--- src/design/irq_ctrl_pkg.sv ---
// constants, register map and carrier types of the vectored interrupt controller
package irq_ctrl_pkg;

  // ----------------------------------------------------------------
  // clock and machine-cycle timing
  // ----------------------------------------------------------------
  localparam int unsigned CLK_HZ         = 25000000;
  localparam int unsigned CLK_PER_MCYC   = 4;
  localparam int unsigned CALL_MCYC      = 4;
  localparam int unsigned CALL_CLKS      = CALL_MCYC * CLK_PER_MCYC;
  localparam logic [1:0]  PHASE_SAMPLE   = 2'h2;  // third clock phase
  localparam logic [1:0]  PHASE_POLL     = 2'h1;
  localparam logic [1:0]  PHASE_LAST     = 2'h3;

  // ----------------------------------------------------------------
  // register byte addresses
  // ----------------------------------------------------------------
  localparam logic [7:0] ADDR_CTRL   = 8'h00;
  localparam logic [7:0] ADDR_ENABLE = 8'h04;
  localparam logic [7:0] ADDR_LEVEL  = 8'h08;
  localparam logic [7:0] ADDR_FLAGS  = 8'h0C;
  localparam logic [7:0] ADDR_STATUS = 8'h10;

  // ctrl register fields, and the power fail bit of the enable register
  localparam int unsigned CTRL_EXT0_TYPE = 0;
  localparam int unsigned CTRL_EXT1_TYPE = 1;
  localparam int unsigned CTRL_GATE      = 2;
  localparam int unsigned CTRL_HWCLR_LSB = 4;
  localparam int unsigned EN_POWER_FAIL  = 12;

  // flag register fields
  localparam int unsigned FLG_EXT0  = 0;
  localparam int unsigned FLG_EXT1  = 1;
  localparam int unsigned FLG_EXT2  = 2;
  localparam int unsigned FLG_T0    = 6;
  localparam int unsigned FLG_T1    = 7;
  localparam int unsigned FLG_T2OV  = 8;
  localparam int unsigned FLG_T2EX  = 9;
  localparam int unsigned FLG_WDOG  = 10;
  localparam int unsigned FLG_U0RX  = 11;
  localparam int unsigned FLG_U0TX  = 12;
  localparam int unsigned FLG_U1RX  = 13;
  localparam int unsigned FLG_U1TX  = 14;
  localparam int unsigned NUM_FLAGS = 15;

  // reset values
  localparam logic [7:0]  CTRL_RST   = 8'h00;
  localparam logic [12:0] ENABLE_RST = 13'h0000;
  localparam logic [11:0] LEVEL_RST  = 12'h000;
  localparam logic [14:0] FLAGS_RST  = 15'h0000;

  // source index in natural order, 0 is served first
  localparam logic [3:0] SRC_EXT0 = 4'h0;
  localparam logic [3:0] SRC_T0   = 4'h1;
  localparam logic [3:0] SRC_EXT1 = 4'h2;
  localparam logic [3:0] SRC_T1   = 4'h3;
  localparam logic [3:0] SRC_EXT2 = 4'h7;
  localparam logic [3:0] SRC_EXT5 = 4'hA;
  localparam logic [3:0] SRC_PF   = 4'hC;

  // vector addresses
  localparam logic [15:0] VEC_EXT0 = 16'h0003;
  localparam logic [15:0] VEC_T0   = 16'h000B;
  localparam logic [15:0] VEC_EXT1 = 16'h0013;
  localparam logic [15:0] VEC_T1   = 16'h001B;
  localparam logic [15:0] VEC_U0   = 16'h0023;
  localparam logic [15:0] VEC_T2   = 16'h002B;
  localparam logic [15:0] VEC_U1   = 16'h003B;
  localparam logic [15:0] VEC_EXT2 = 16'h0043;
  localparam logic [15:0] VEC_EXT3 = 16'h004B;
  localparam logic [15:0] VEC_EXT4 = 16'h0053;
  localparam logic [15:0] VEC_EXT5 = 16'h005B;
  localparam logic [15:0] VEC_WDOG = 16'h0063;

  // ----------------------------------------------------------------
  // carrier types
  // ----------------------------------------------------------------
  typedef struct packed {
    logic t0_ovf;
    logic t1_ovf;
    logic t2_ovf;
    logic t2_ext;
    logic wdog_timeout;
    logic u0_rx;
    logic u0_tx;
    logic u1_rx;
    logic u1_tx;
  } periph_evt_s;

  typedef struct packed {
    logic        last_cycle;
    logic        no_irq_instr;
    logic        return_from_irq;
    logic        ret;
    logic [15:0] pc;
  } core_stat_s;

  typedef struct packed {
    logic        busy;
    logic        stack_push;
    logic        stack_pop;
    logic        pc_load;
    logic [15:0] pc_value;
    logic [15:0] stack_wr_data;
  } core_cmd_s;

  typedef enum logic [2:0] {
    ST_IDLE = 3'b001,
    ST_CALL = 3'b010,
    ST_RET  = 3'b100
  } seq_state_e;

endpackage

--- src/design/irq_ctrl.sv ---
// two-level vectored interrupt controller with apb register slave
//
// The APB register port and the register addresses were decided locally.
`timescale 1ns/10ps
`default_nettype none

module irq_ctrl
(
  // clock and reset
  input  wire logic                      clk,
  input  wire logic                      rst_n,
  // apb slave
  input  wire logic                      psel,
  input  wire logic                      penable,
  input  wire logic                      pwrite,
  input  wire logic [7:0]                paddr,
  input  wire logic [31:0]               pwdata,
  output logic                           pready,
  output logic [31:0]                    prdata,
  output logic                           pslverr,
  // external interrupt pins, active low
  input  wire logic [5:0]                ext_irq_pin,
  // peripheral flag set pulses and power fail level
  input  wire irq_ctrl_pkg::periph_evt_s periph_evt,
  input  wire logic                      power_fail_irq,
  // processor core sequencer
  input  wire irq_ctrl_pkg::core_stat_s  core_stat,
  input  wire logic [15:0]               stack_rd_data,
  output irq_ctrl_pkg::core_cmd_s        core_cmd
);

  parameter logic [15:0] PF_VECTOR = 16'h0033;

  // ----------------------------------------------------------------
  // functions
  // ----------------------------------------------------------------
  // index of lowest set bit, natural order
  function automatic logic [3:0] first_set(input logic [11:0] v);
    logic [3:0] idx;
    idx = 4'h0;
    for (int i = 11; i >= 0; i--)
    begin
      if (v[i])
        idx = 4'(i);
    end
    return idx;
  endfunction

  // vector address of a source
  function automatic logic [15:0] vec_of(input logic [3:0] idx);
    logic [15:0] v;
    unique case (idx)
      4'h0:    v = irq_ctrl_pkg::VEC_EXT0;
      4'h1:    v = irq_ctrl_pkg::VEC_T0;
      4'h2:    v = irq_ctrl_pkg::VEC_EXT1;
      4'h3:    v = irq_ctrl_pkg::VEC_T1;
      4'h4:    v = irq_ctrl_pkg::VEC_U0;
      4'h5:    v = irq_ctrl_pkg::VEC_T2;
      4'h6:    v = irq_ctrl_pkg::VEC_U1;
      4'h7:    v = irq_ctrl_pkg::VEC_EXT2;
      4'h8:    v = irq_ctrl_pkg::VEC_EXT3;
      4'h9:    v = irq_ctrl_pkg::VEC_EXT4;
      4'hA:    v = irq_ctrl_pkg::VEC_EXT5;
      4'hB:    v = irq_ctrl_pkg::VEC_WDOG;
      default: v = PF_VECTOR;
    endcase
    return v;
  endfunction

  // ----------------------------------------------------------------
  // reset release and pin synchronisers
  // ----------------------------------------------------------------
  logic [1:0] rst_sync_q;
  logic       rst_int_n;
  logic [5:0] pin_meta_q;
  logic [5:0] pin_sync_q;

  // two-stage reset release
  always_ff @(posedge clk or negedge rst_n)
  begin
    if (!rst_n)
      rst_sync_q <= 2'h0;
    else
      rst_sync_q <= {rst_sync_q[0], 1'b1};
  end
  assign rst_int_n = rst_sync_q[1];

  // two-flop pin synchroniser, idle high
  always_ff @(posedge clk or negedge rst_int_n)
  begin
    if (!rst_int_n)
    begin
      pin_meta_q <= 6'h3F;
      pin_sync_q <= 6'h3F;
    end
    else
    begin
      pin_meta_q <= ext_irq_pin;
      pin_sync_q <= pin_meta_q;
    end
  end

  // ----------------------------------------------------------------
  // machine cycle phase and pin sampling
  // ----------------------------------------------------------------
  logic [1:0] phase_q;
  logic [5:0] pin_smp_q;
  logic       smp_now;
  logic       poll_now;
  logic [5:0] pin_fell;

  always_ff @(posedge clk or negedge rst_int_n)
  begin
    if (!rst_int_n)
      phase_q <= 2'h0;
    else
      phase_q <= phase_q + 2'h1;
  end

  assign smp_now  = (phase_q == irq_ctrl_pkg::PHASE_SAMPLE);
  assign poll_now = (phase_q == irq_ctrl_pkg::PHASE_POLL);

  // last machine-cycle sample of each pin
  always_ff @(posedge clk or negedge rst_int_n)
  begin
    if (!rst_int_n)
      pin_smp_q <= 6'h3F;
    else if (smp_now)
      pin_smp_q <= pin_sync_q;
  end

  // high in previous sample, low now; all six pins
  assign pin_fell = {6{smp_now}} & pin_smp_q & ~pin_sync_q;

  // ----------------------------------------------------------------
  // registers
  // ----------------------------------------------------------------
  logic [7:0]  ctrl_q;
  logic [12:0] enable_q;
  logic [11:0] level_q;
  logic [14:0] flags_q;
  logic [14:0] flags_d;
  logic [1:0]  in_svc_q;     // bit1 high level, bit0 low level
  logic [3:0]  last_src_q;

  logic        wr_en;
  logic        rd_en;
  logic        addr_hit;
  logic        ext0_level;
  logic        ext1_level;
  logic        gate;
  logic [3:0]  hw_clr_sel;

  assign wr_en      = psel && penable && pwrite;
  assign rd_en      = psel && penable && !pwrite;
  assign addr_hit   = (paddr == irq_ctrl_pkg::ADDR_CTRL)   || (paddr == irq_ctrl_pkg::ADDR_ENABLE)
                   || (paddr == irq_ctrl_pkg::ADDR_LEVEL)  || (paddr == irq_ctrl_pkg::ADDR_FLAGS)
                   || (paddr == irq_ctrl_pkg::ADDR_STATUS);
  assign ext0_level = ctrl_q[irq_ctrl_pkg::CTRL_EXT0_TYPE];
  assign ext1_level = ctrl_q[irq_ctrl_pkg::CTRL_EXT1_TYPE];
  assign gate       = ctrl_q[irq_ctrl_pkg::CTRL_GATE];
  assign hw_clr_sel = ctrl_q[irq_ctrl_pkg::CTRL_HWCLR_LSB +: 4];

  // zero-wait slave, unmapped address errors
  assign pready  = 1'b1;
  assign pslverr = psel && penable && !addr_hit;

  // read data mux
  always_comb
  begin
    prdata = 32'h0000_0000;
    if (rd_en)
    begin
      unique case (paddr)
        irq_ctrl_pkg::ADDR_CTRL:   prdata = {24'h000000, ctrl_q};
        irq_ctrl_pkg::ADDR_ENABLE: prdata = {19'h00000, enable_q};
        irq_ctrl_pkg::ADDR_LEVEL:  prdata = {20'h00000, level_q};
        irq_ctrl_pkg::ADDR_FLAGS:  prdata = {17'h00000, flags_q};
        irq_ctrl_pkg::ADDR_STATUS: prdata = {23'h000000, core_cmd.busy, last_src_q,
                                             2'h0, in_svc_q};
        default:                   prdata = 32'h0000_0000;
      endcase
    end
  end

  // configuration registers
  always_ff @(posedge clk or negedge rst_int_n)
  begin
    if (!rst_int_n)
    begin
      ctrl_q   <= irq_ctrl_pkg::CTRL_RST;
      enable_q <= irq_ctrl_pkg::ENABLE_RST;
      level_q  <= irq_ctrl_pkg::LEVEL_RST;
    end
    else if (wr_en)
    begin
      if (paddr == irq_ctrl_pkg::ADDR_CTRL)
        ctrl_q <= pwdata[7:0];
      if (paddr == irq_ctrl_pkg::ADDR_ENABLE)
        enable_q <= pwdata[12:0];
      if (paddr == irq_ctrl_pkg::ADDR_LEVEL)
        level_q <= pwdata[11:0];
    end
  end

  // ----------------------------------------------------------------
  // request resolution
  // ----------------------------------------------------------------
  logic [11:0] req;
  logic [11:0] req_en;
  logic [11:0] hi_req;
  logic [11:0] lo_req;
  logic        pf_req;
  logic        hi_ok;
  logic        lo_ok;
  logic        any_win;
  logic [3:0]  win_src;
  logic        win_high;
  logic        call_start;
  irq_ctrl_pkg::seq_state_e state_q;

  // flags into requests, natural order
  assign req = {flags_q[irq_ctrl_pkg::FLG_WDOG],
                flags_q[irq_ctrl_pkg::FLG_EXT2 +: 4],
                flags_q[irq_ctrl_pkg::FLG_U1RX] | flags_q[irq_ctrl_pkg::FLG_U1TX],
                flags_q[irq_ctrl_pkg::FLG_T2OV] | flags_q[irq_ctrl_pkg::FLG_T2EX],
                flags_q[irq_ctrl_pkg::FLG_U0RX] | flags_q[irq_ctrl_pkg::FLG_U0TX],
                flags_q[irq_ctrl_pkg::FLG_T1],
                flags_q[irq_ctrl_pkg::FLG_EXT1],
                flags_q[irq_ctrl_pkg::FLG_T0],
                flags_q[irq_ctrl_pkg::FLG_EXT0]};

  assign req_en   = req & enable_q[11:0] & {12{gate}};
  assign pf_req   = power_fail_irq & enable_q[irq_ctrl_pkg::EN_POWER_FAIL];
  assign hi_req   = req_en & level_q;
  assign lo_req   = req_en & ~level_q;
  // equal or higher level in service blocks the call
  assign hi_ok    = !in_svc_q[1] && (pf_req || (hi_req != 12'h000));
  assign lo_ok    = !in_svc_q[1] && !in_svc_q[0] && (lo_req != 12'h000);
  assign any_win  = hi_ok || lo_ok;
  assign win_high = hi_ok;
  assign win_src  = pf_req && hi_ok ? irq_ctrl_pkg::SRC_PF
                  : hi_ok ? first_set(hi_req) : first_set(lo_req);

  // fresh poll every machine cycle, nothing held over
  assign call_start = poll_now && (state_q == irq_ctrl_pkg::ST_IDLE) && any_win
                   && core_stat.last_cycle && !core_stat.no_irq_instr
                   && !core_stat.return_from_irq && !core_stat.ret;

  // ----------------------------------------------------------------
  // request flags
  // ----------------------------------------------------------------
  logic [14:0] flag_set;
  logic [14:0] flag_clr;
  logic [14:0] flag_base;
  logic        hw_ext0_clr;
  logic        hw_ext1_clr;
  logic [3:0]  hw_ext25_clr;

  assign hw_ext0_clr  = call_start && (win_src == irq_ctrl_pkg::SRC_EXT0) && !ext0_level;
  assign hw_ext1_clr  = call_start && (win_src == irq_ctrl_pkg::SRC_EXT1) && !ext1_level;
  assign hw_ext25_clr = {4{call_start && (win_src >= irq_ctrl_pkg::SRC_EXT2)
                           && (win_src <= irq_ctrl_pkg::SRC_EXT5)}}
                      & hw_clr_sel
                      & (4'h1 << 2'(win_src - irq_ctrl_pkg::SRC_EXT2));

  // hardware sets: pin edges or low level, peripheral pulses
  assign flag_set = {periph_evt.u1_tx, periph_evt.u1_rx, periph_evt.u0_tx, periph_evt.u0_rx,
                     periph_evt.wdog_timeout,
                     periph_evt.t2_ext, periph_evt.t2_ovf,
                     periph_evt.t1_ovf, periph_evt.t0_ovf,
                     pin_fell[5:2],
                     ext1_level ? (smp_now && !pin_sync_q[1]) : pin_fell[1],
                     ext0_level ? (smp_now && !pin_sync_q[0]) : pin_fell[0]};

  // hardware clears: call acknowledge, level pin released
  assign flag_clr = {7'h00,
                     call_start && (win_src == irq_ctrl_pkg::SRC_T1),
                     call_start && (win_src == irq_ctrl_pkg::SRC_T0),
                     hw_ext25_clr,
                     hw_ext1_clr || (ext1_level && smp_now && pin_sync_q[1]),
                     hw_ext0_clr || (ext0_level && smp_now && pin_sync_q[0])};

  // software write, then clears, set wins last
  assign flag_base = (wr_en && (paddr == irq_ctrl_pkg::ADDR_FLAGS)) ? pwdata[14:0] : flags_q;
  assign flags_d   = (flag_base & ~flag_clr) | flag_set;

  always_ff @(posedge clk or negedge rst_int_n)
  begin
    if (!rst_int_n)
      flags_q <= irq_ctrl_pkg::FLAGS_RST;
    else
      flags_q <= flags_d;
  end

  // ----------------------------------------------------------------
  // call and return sequencer
  // ----------------------------------------------------------------
  logic [4:0]  call_cnt_q;
  logic [15:0] call_vec_q;
  logic        return_from_irq_seen;
  logic        ret_seen;
  logic        call_done;

  assign return_from_irq_seen = (state_q == irq_ctrl_pkg::ST_IDLE) && core_stat.return_from_irq;
  assign ret_seen  = (state_q == irq_ctrl_pkg::ST_IDLE) && core_stat.ret;
  assign call_done = (state_q == irq_ctrl_pkg::ST_CALL)
                  && (call_cnt_q == 5'(irq_ctrl_pkg::CALL_CLKS - 1));

  // sequencer state
  always_ff @(posedge clk or negedge rst_int_n)
  begin
    if (!rst_int_n)
      state_q <= irq_ctrl_pkg::ST_IDLE;
    else
    begin
      unique case (state_q)
        irq_ctrl_pkg::ST_IDLE: state_q <= call_start ? irq_ctrl_pkg::ST_CALL
          : (return_from_irq_seen || ret_seen) ? irq_ctrl_pkg::ST_RET : irq_ctrl_pkg::ST_IDLE;
        irq_ctrl_pkg::ST_CALL: state_q <= call_done ? irq_ctrl_pkg::ST_IDLE : irq_ctrl_pkg::ST_CALL;
        irq_ctrl_pkg::ST_RET:  state_q <= irq_ctrl_pkg::ST_IDLE;
        default:               state_q <= irq_ctrl_pkg::ST_IDLE;
      endcase
    end
  end

  // call length counter and captured vector
  always_ff @(posedge clk or negedge rst_int_n)
  begin
    if (!rst_int_n)
    begin
      call_cnt_q <= 5'h00;
      call_vec_q <= 16'h0000;
      last_src_q <= 4'h0;
    end
    else if (call_start)
    begin
      call_cnt_q <= 5'h00;
      call_vec_q <= vec_of(win_src);
      last_src_q <= win_src;
    end
    else if (state_q == irq_ctrl_pkg::ST_CALL)
      call_cnt_q <= call_cnt_q + 5'h01;
  end

  // in-service bits per level
  always_ff @(posedge clk or negedge rst_int_n)
  begin
    if (!rst_int_n)
      in_svc_q <= 2'h0;
    else if (call_start)
      in_svc_q <= in_svc_q | (win_high ? 2'h2 : 2'h1);
    else if (return_from_irq_seen)
      in_svc_q <= in_svc_q[1] ? {1'b0, in_svc_q[0]} : 2'h0;
  end

  // core commands from flops
  always_ff @(posedge clk or negedge rst_int_n)
  begin
    if (!rst_int_n)
      core_cmd <= '0;
    else
    begin
      core_cmd.busy          <= call_start || (state_q == irq_ctrl_pkg::ST_CALL && !call_done)
                             || return_from_irq_seen || ret_seen;
      core_cmd.stack_push    <= call_start;
      core_cmd.stack_pop     <= return_from_irq_seen || ret_seen;
      core_cmd.pc_load       <= call_done || (state_q == irq_ctrl_pkg::ST_RET);
      if (call_start)
        core_cmd.stack_wr_data <= core_stat.pc;
      if (call_done)
        core_cmd.pc_value <= call_vec_q;
      else if (state_q == irq_ctrl_pkg::ST_RET)
        core_cmd.pc_value <= stack_rd_data;
    end
  end

endmodule

`default_nettype wire

--- config.mk ---
export PLATFORM = sky130hd
export DESIGN_NAME = irq_ctrl
export DESIGN_NICKNAME = d
export VERILOG_FILES = /design/src/design/irq_ctrl_pkg.sv /design/src/design/irq_ctrl.sv
export SDC_FILE = /design/constraint.sdc
export NUM_CORES = 1
export LEC_CHECK = 0
export BUFFER_PORTS_ARGS = -buffer_cell sky130_fd_sc_hd__buf_4
export CORE_MARGIN = 3
export CORE_UTILIZATION = 48
export CTS_CLUSTER_SIZE = 10
export DETAILED_ROUTE_END_ITERATION = 7
export HOLD_SLACK_MARGIN = 0.08
export PLACE_DENSITY = 0.75
export SYNTH_ARGS = -nofsm -noshare
export SYNTH_HDL_FRONTEND = slang
export SYNTH_SLANG_ARGS = --single-unit
--- constraint.sdc ---
create_clock -name clk -period 4 [get_ports clk]
set_input_delay 0.2 -clock clk [delete_from_list [all_inputs] [get_ports clk]]
set_output_delay 0.2 -clock clk [all_outputs]
set_load 0.01 [all_outputs]
==> flow_summary.yaml, run 1 <==
outcome:
  status: "complete, no violations"
setup_path:
  path_depth: 11
  required_ns: 4.27
  crit_end: "flags_q[5]$_DFF_PN0_"
  start_kind: "flop"
  reg2reg_setup_slack_ns: 0.39
  crit_path_max_incr_delay_ns: 0.71
  r2r_end: "flags_q[5]$_DFF_PN0_"
  worstSetupEndpointType: "flop"
  cp_slowest_cell: "dfrtp_1"
  crit_fanout: 32
  r2r_start: "ctrl_q[2]$_DFFE_PN0P_"
  worstRegToRegCells: 11
  crit_top_cell: "nand4_1"
  critPathArrivalTime_ns: 3.88
  worstSetupPathType: "reg -> reg"
  crit_chain: "nand4_1, nand4_1, o41ai_1, a211oi_1, a22oi_1, ha_1, nor2_1, o2111ai_1, o31ai_1, o21ai_1, a31oi_1"
  path_buf_inv: 0
  critPathTopFamily: "compound AO/OA/AOI/OAI gates"
  cp-startpoint: "ctrl_q[2]$_DFFE_PN0P_"
synth:
  synth_edf_count: 0
  netlist_top_cells_count: "dfrtp_1 (106), nand2_1 (85), mux2_2 (54)"
  ys_dominant_reg_cell: "dfrtp_1"
  syn_avg_cell_area_sq_um: 10.7
  synth_top_area_cell: "dfrtp_1"
  yosys-top-cells-area: "dfrtp_1 (42%), mux2_2 (9.5%), dfstp_2 (7.8%), nand2_1 (5.0%), mux2_1 (2.3%)"
  yosys_warnings: 0
  synth_most_common_cell: "dfrtp_1"
  yosysTopAreaCellShare_pct: 41.6
  ys_async_sr_fraction_pct: 100
  ys_ff_latch: 125
  post_synth_num_cell_types: 69
  yosysSeqAreaShare_pct: 49.4
  synth_cells: 596
  netlist_area_sq_um: 6380
flow_run:
  cap_viol_max_count: 0
clock_tree:
  clock_sinks: 125
  cts.reportedPaths.clkPinSlew_ns: 0.06
  clk_latency_ns: 0.42
  ctsResizeCount: 0
  htreeDepth: 4
  cts_tree: "done"
  cts_buffers: 17
  post_cts_buffers: 0
  hold_buffers: 73
  root_buffer: "clkbuf_16"
  clk_path_buf_depth: 2
grt:
  grt_max_degree: 77
  grt_pass1_vias: 5656
  gr-usage-all-layers_pct: 25.6
  grt_remaining_overflow: 0
  grt_pass1_wl_mm: 28.8
  antenna_found_initial: 0
detailed_routing:
  drc: 0
  wl_per_cell_um: 18.4
  post_drt_via_cell_ratio: 5.61
  vias: 5521
  first_iter_violations: 391
  antenna_left: 0
  wl_mm: 18.1
  dr.pass1.iters: 5
timing:
  slew_headroom_pct: 35.1
  setup_violations: 0
  fin_hold_ws_ns: 0.105
  clock_skew_ns: 0.00834
  period_share_pct: 90.2
  rsz0062_at_grt: "no"
  timing.fmax_mhz: 277
  slew_violations: 0
  hold_violations: 0
  fin_crit_ns: 3.61
  worstMarginPinSlew_ns: 0.974
  fin_setup_tns_ns: 0
pwr:
  worst_ir_drop_vdd_mv: 0.348
  p_total_mw: 3.50
  power_density_nw_per_um2: 399
  p_leak_nw: 4.15
placed_design:
  dp_cells: 879
  place.gp.congestion: 0.923
  io_buffers: 131
  dp_hpwl_mm: 12.4
  dpl_cell_area_sq_um: 7450
finish:
  drive_gt1_share_pct: 31.2
  stdcell_count: 984
  final.fill_count: 944
  final_area_sq_um: 8770
  area_delta_synth_final_pct: 37.5
  antenna_cells: 0
  final_nets: 905
min_path:
  hp-class: "in -> reg"
  min_path_cells: 3
floorplanning:
  fp.dieW_um: 121
  initial_utilization_pct: 49.7
  dieHeight_um: 121
  dieArea_sq_um: 14700
  ios: 167
  rows: 41
  coreArea_sq_um: 12800
-- how the worst min path moves through the flow --
stage	to	startpoint
after floorplan	rst_sync_q[0]$_DFF_PN0_	rst_n
after global routing	core_cmd[33]$_DFF_PN0_	core_stat[17]
after global placement	rst_sync_q[0]$_DFF_PN0_	rst_n
after detailed placement	rst_sync_q[0]$_DFF_PN0_	rst_n
final	core_cmd[33]$_DFF_PN0_	core_stat[17]
after CTS	state_q[2]$_DFF_PN0_	core_stat[17]
-- per-layer routing --
| layer | vias to the layer above | share of wire [%] | GRT usage [%] |
|---|---|---|---|
| met5 | - | 0 | 0 |
| met4 | 0 | 2.5 | 9.17 |
| met3 | 36 | 5.5 | 6.95 |
| met2 | 217 | 50 | 43.0 |
| met1 | 2712 | 42 | 31.8 |
| li1 | 2556 | - | - |
-- layout by cell type, fill, tap and decap left out, types with 6 or more instances in the layout --
cell type	synthesis	final
mux2_1	13	13
clkbuf_16	0	20
a22o_1	7	7
o21ai_0	14	14
nand3b_1	11	11
nand4_1	13	13
and4_1	6	6
a22oi_1	10	10
and3_1	12	12
dfstp_2	19	19
nor2_1	39	39
ha_1	9	9
nand4b_1	9	9
buf_4	19	140
nand2_1	85	85
a31oi_1	10	10
dfrtp_1	106	105
dlygate4sd3_1	0	73
a21oi_1	19	19
and2_1	10	10
mux2_2	54	54
mux2i_1	6	6
o211ai_1	7	7
conb_1	2	19
a222oi_1	6	6
inv_1	13	13
-- area by class of cell --
type                            instances  area (sq um)  share of cell area (%)
Clock inverter                          6          42.5                   0.485
Sequential cell                       125          3160                    36.0
Inverter                               13          48.8                   0.557
Tap cell                              172           215                    2.45
Clock buffer                           26           543                    6.19
Multi-Input combinational cell        429          2980                    34.0
Timing Repair Buffer                  213          1780                    20.3
-- flip-flops by register name, summed over array words and instances, names as in the netlist --
register    cells
call_vec_q      5
call_cnt_q      5
core_cmd       36
level_q        12
pin_smp_q       6
in_svc_q        2
last_src_q      4
phase_q         2
pin_sync_q      6
ctrl_q          8
enable_q       13
rst_sync_q      2
pin_meta_q      6
state_q         3
flags_q        15
-- metrics by stage --
step	util (%)	setup WS [ns]
after floorplan	-	0.293
after global placement	58.1	0.541
after detailed placement	58.1	0.429
after CTS	68.4	0.417
after global routing	68.4	0.0569
final	68.4	0.391
-- cell families after synthesis --
logic type,share of synthesized area [%]
other,0.118
and+or+nand+nor,17.8
xor gates and xnor gates,0.412
DFF,49.4
adders and majority gates,1.77
muxes,13.1
buffers and inverters,4.85
AOI/OAI and AO/OA,12.6
-- power breakdown --
| group | total (mW) | internal (mW) | switching [mW] |
|---|---|---|---|
| sequential | 1.47 | 1.39 | 0.0848 |
| clock | 1.51 | 0.941 | 0.565 |
| combinational | 0.522 | 0.280 | 0.242 |
| total | 3.50 | 2.61 | 0.892 |
-- tightest hold or removal path, delay by kind of cell --
family        cells  cell delay [ns]
simple gates      2             0.19
buf+inv           1             0.09
No activity file was read; power rests on OpenSTA's default activity.
==> inputs of run 2 (changes only) <==
==> constraint.sdc (replaced) <==
create_clock -name clk -period 4 [get_ports clk]
set_input_delay 0.4 -clock clk [delete_from_list [all_inputs] [get_ports clk]]
set_output_delay 0.4 -clock clk [all_outputs]
set_load 0.01 [all_outputs]
==> run 2 against run 1 <==
  * Register-to-register slack about the same
  * Combinational power down 11%
  * Critical path type unchanged
  * Sequential power about the same
  * Largest cell class unchanged
  * Non-clock buffer count down 63
  * Wire length down 8.6%
  * Cell count down 6.4%
  * Power down 1.3%
  * Clock power about the same
  * Core utilization down 4.7 points
  * Flip-flop and latch count unchanged
  * Critical path depth up 1
==> flow_summary.yaml, run 2 (synthesis gave the netlist of run 1 again) <==
outcome:
  status: "complete, no violations"
setup_path:
  critPathArrivalTime_ns: 3.88
  path_buf_inv: 1
  crit_chain: "buf_12, nand4_1, nand4_1, o41ai_1, a211oi_1, a22oi_1, ha_1, nor2_1, o2111ai_1, o31ai_1, o21ai_1, a31oi_1"
  required_ns: 4.26
  crit_fanout: 18
  worstSetupPathType: "reg -> reg"
  critPathTopFamily: "compound AO/OA/AOI/OAI gates"
  crit_top_cell: "nand4_1"
  cp_slowest_cell: "dfrtp_1"
  start_kind: "flop"
  worstSetupEndpointType: "flop"
  crit_path_max_incr_delay_ns: 0.55
timing:
  worstMarginPinSlew_ns: 0.990
  setup_violations: 0
  clock_skew_ns: 0.00732
  slew_headroom_pct: 33.9
  period_share_pct: 90.4
  hold_violations: 0
  fin_hold_ws_ns: 0.0974
  fin_setup_tns_ns: 0
  timing.fmax_mhz: 277
  rsz0062_at_grt: "no"
  fin_crit_ns: 3.62
  slew_violations: 0
placed_design:
  place.gp.congestion: 0.915
  dpl_cell_area_sq_um: 7490
  io_buffers: 131
  dp_hpwl_mm: 12.4
detailed_routing:
  wl_mm: 16.5
  vias: 5188
  wl_per_cell_um: 18.0
  drc: 0
  antenna_left: 0
  first_iter_violations: 472
  dr.pass1.iters: 5
  post_drt_via_cell_ratio: 5.63
grt:
  grt_remaining_overflow: 0
  gr-usage-all-layers_pct: 23.6
  grt_pass1_vias: 5311
  grt_max_degree: 58
  antenna_found_initial: 0
  grt_pass1_wl_mm: 27.0
flow_run:
  cap_viol_max_count: 0
pwr:
  p_leak_nw: 3.93
  power_density_nw_per_um2: 423
  worst_ir_drop_vdd_mv: 0.406
clock_tree:
  cts.reportedPaths.clkPinSlew_ns: 0.06
  cts_tree: "done"
  htreeDepth: 4
  cts_buffers: 17
  clk_path_buf_depth: 2
  clk_latency_ns: 0.41
  ctsResizeCount: 0
  hold_buffers: 6
  post_cts_buffers: 0
  root_buffer: "clkbuf_16"
  clock_sinks: 125
finish:
  final_area_sq_um: 8160
  area_delta_synth_final_pct: 28.0
  largest_register: "core_cmd"
  final_nets: 842
  largestRegisters: "core_cmd x36, flags_q x15, enable_q x13"
  finish.utilization_pct: 63.6
  largest_reg_flops: 36
  final_common_cell: "buf_4"
  layout_common_cells: "buf_4 (143), dfrtp_1 (105), nand2_1 (85)"
  drive_gt1_share_pct: 34.7
  final.fill_count: 1048
  antenna_cells: 0
floorplanning:
  fp.dieW_um: 121
  ios: 167
  rows: 41
  dieHeight_um: 121
  dieArea_sq_um: 14700
  coreArea_sq_um: 12800
  initial_utilization_pct: 49.7
min_path:
  hp-class: "in -> reg"
==> run 2: metrics by stage <==
stage               cells  setup slack [ns]  power (mW)
floorplan             613             0.293        1.70
global placement      883             0.611        1.93
detailed placement    883             0.484        1.95
CTS                   921             0.437        3.49
global route          921            0.0323        3.61
finish                921             0.385        3.45
==> run 2: layer usage <==
metal | vias up | GRT usage [%] | wire length, um
met5 | - | 0 | 0
met4 | 0 | 8.47 | 316
met3 | 28 | 4.76 | 983
met2 | 180 | 38.7 | 8190
met1 | 2563 | 31.3 | 7050
li1 | 2417 | - | -
==> run 2: power by group <==
| part | switching, mW | total, mW | internal [mW] |
|---|---|---|---|
| Clock | 0.561 | 1.52 | 0.961 |
| Combinational | 0.224 | 0.466 | 0.242 |
| Sequential | 0.0786 | 1.46 | 1.39 |
==> run 2: layout make-up <==
type,instances,area (sq um),area share (%)
Tap cell,172,215,2.64
Clock buffer,24,546,6.68
Clock inverter,8,62.6,0.767
Inverter,13,48.8,0.598
Sequential cell,125,3160,38.7
Timing Repair Buffer,150,1150,14.1
Multi-Input combinational cell,429,2980,36.5
==> run 2: worst paths after layout <==
| check | from | end | slack, ns | depth (start not counted) |
|---|---|---|---|---|
| max | ctrl_q[2]$_DFFE_PN0P_ | flags_q[4]$_DFF_PN0_ | 0.38 | 12 |
| min | ext_irq_pin[0] | pin_meta_q[0]$_DFF_PN1_ | 0.1 | 1 |
| max reg2reg | ctrl_q[2]$_DFFE_PN0P_ | flags_q[4]$_DFF_PN0_ | 0.38 | 12 |
| min reg2reg | rst_sync_q[0]$_DFF_PN0_ | rst_sync_q[1]$_DFF_PN0_ | 0.35 | 0 |
| max in group asynchronous | rst_sync_q[1]$_DFF_PN0_ | state_q[0]$_DFF_PN1_ | 2.67 | 1 |
| min in group asynchronous | rst_n | rst_sync_q[1]$_DFF_PN0_ | 0.30 | 2 |
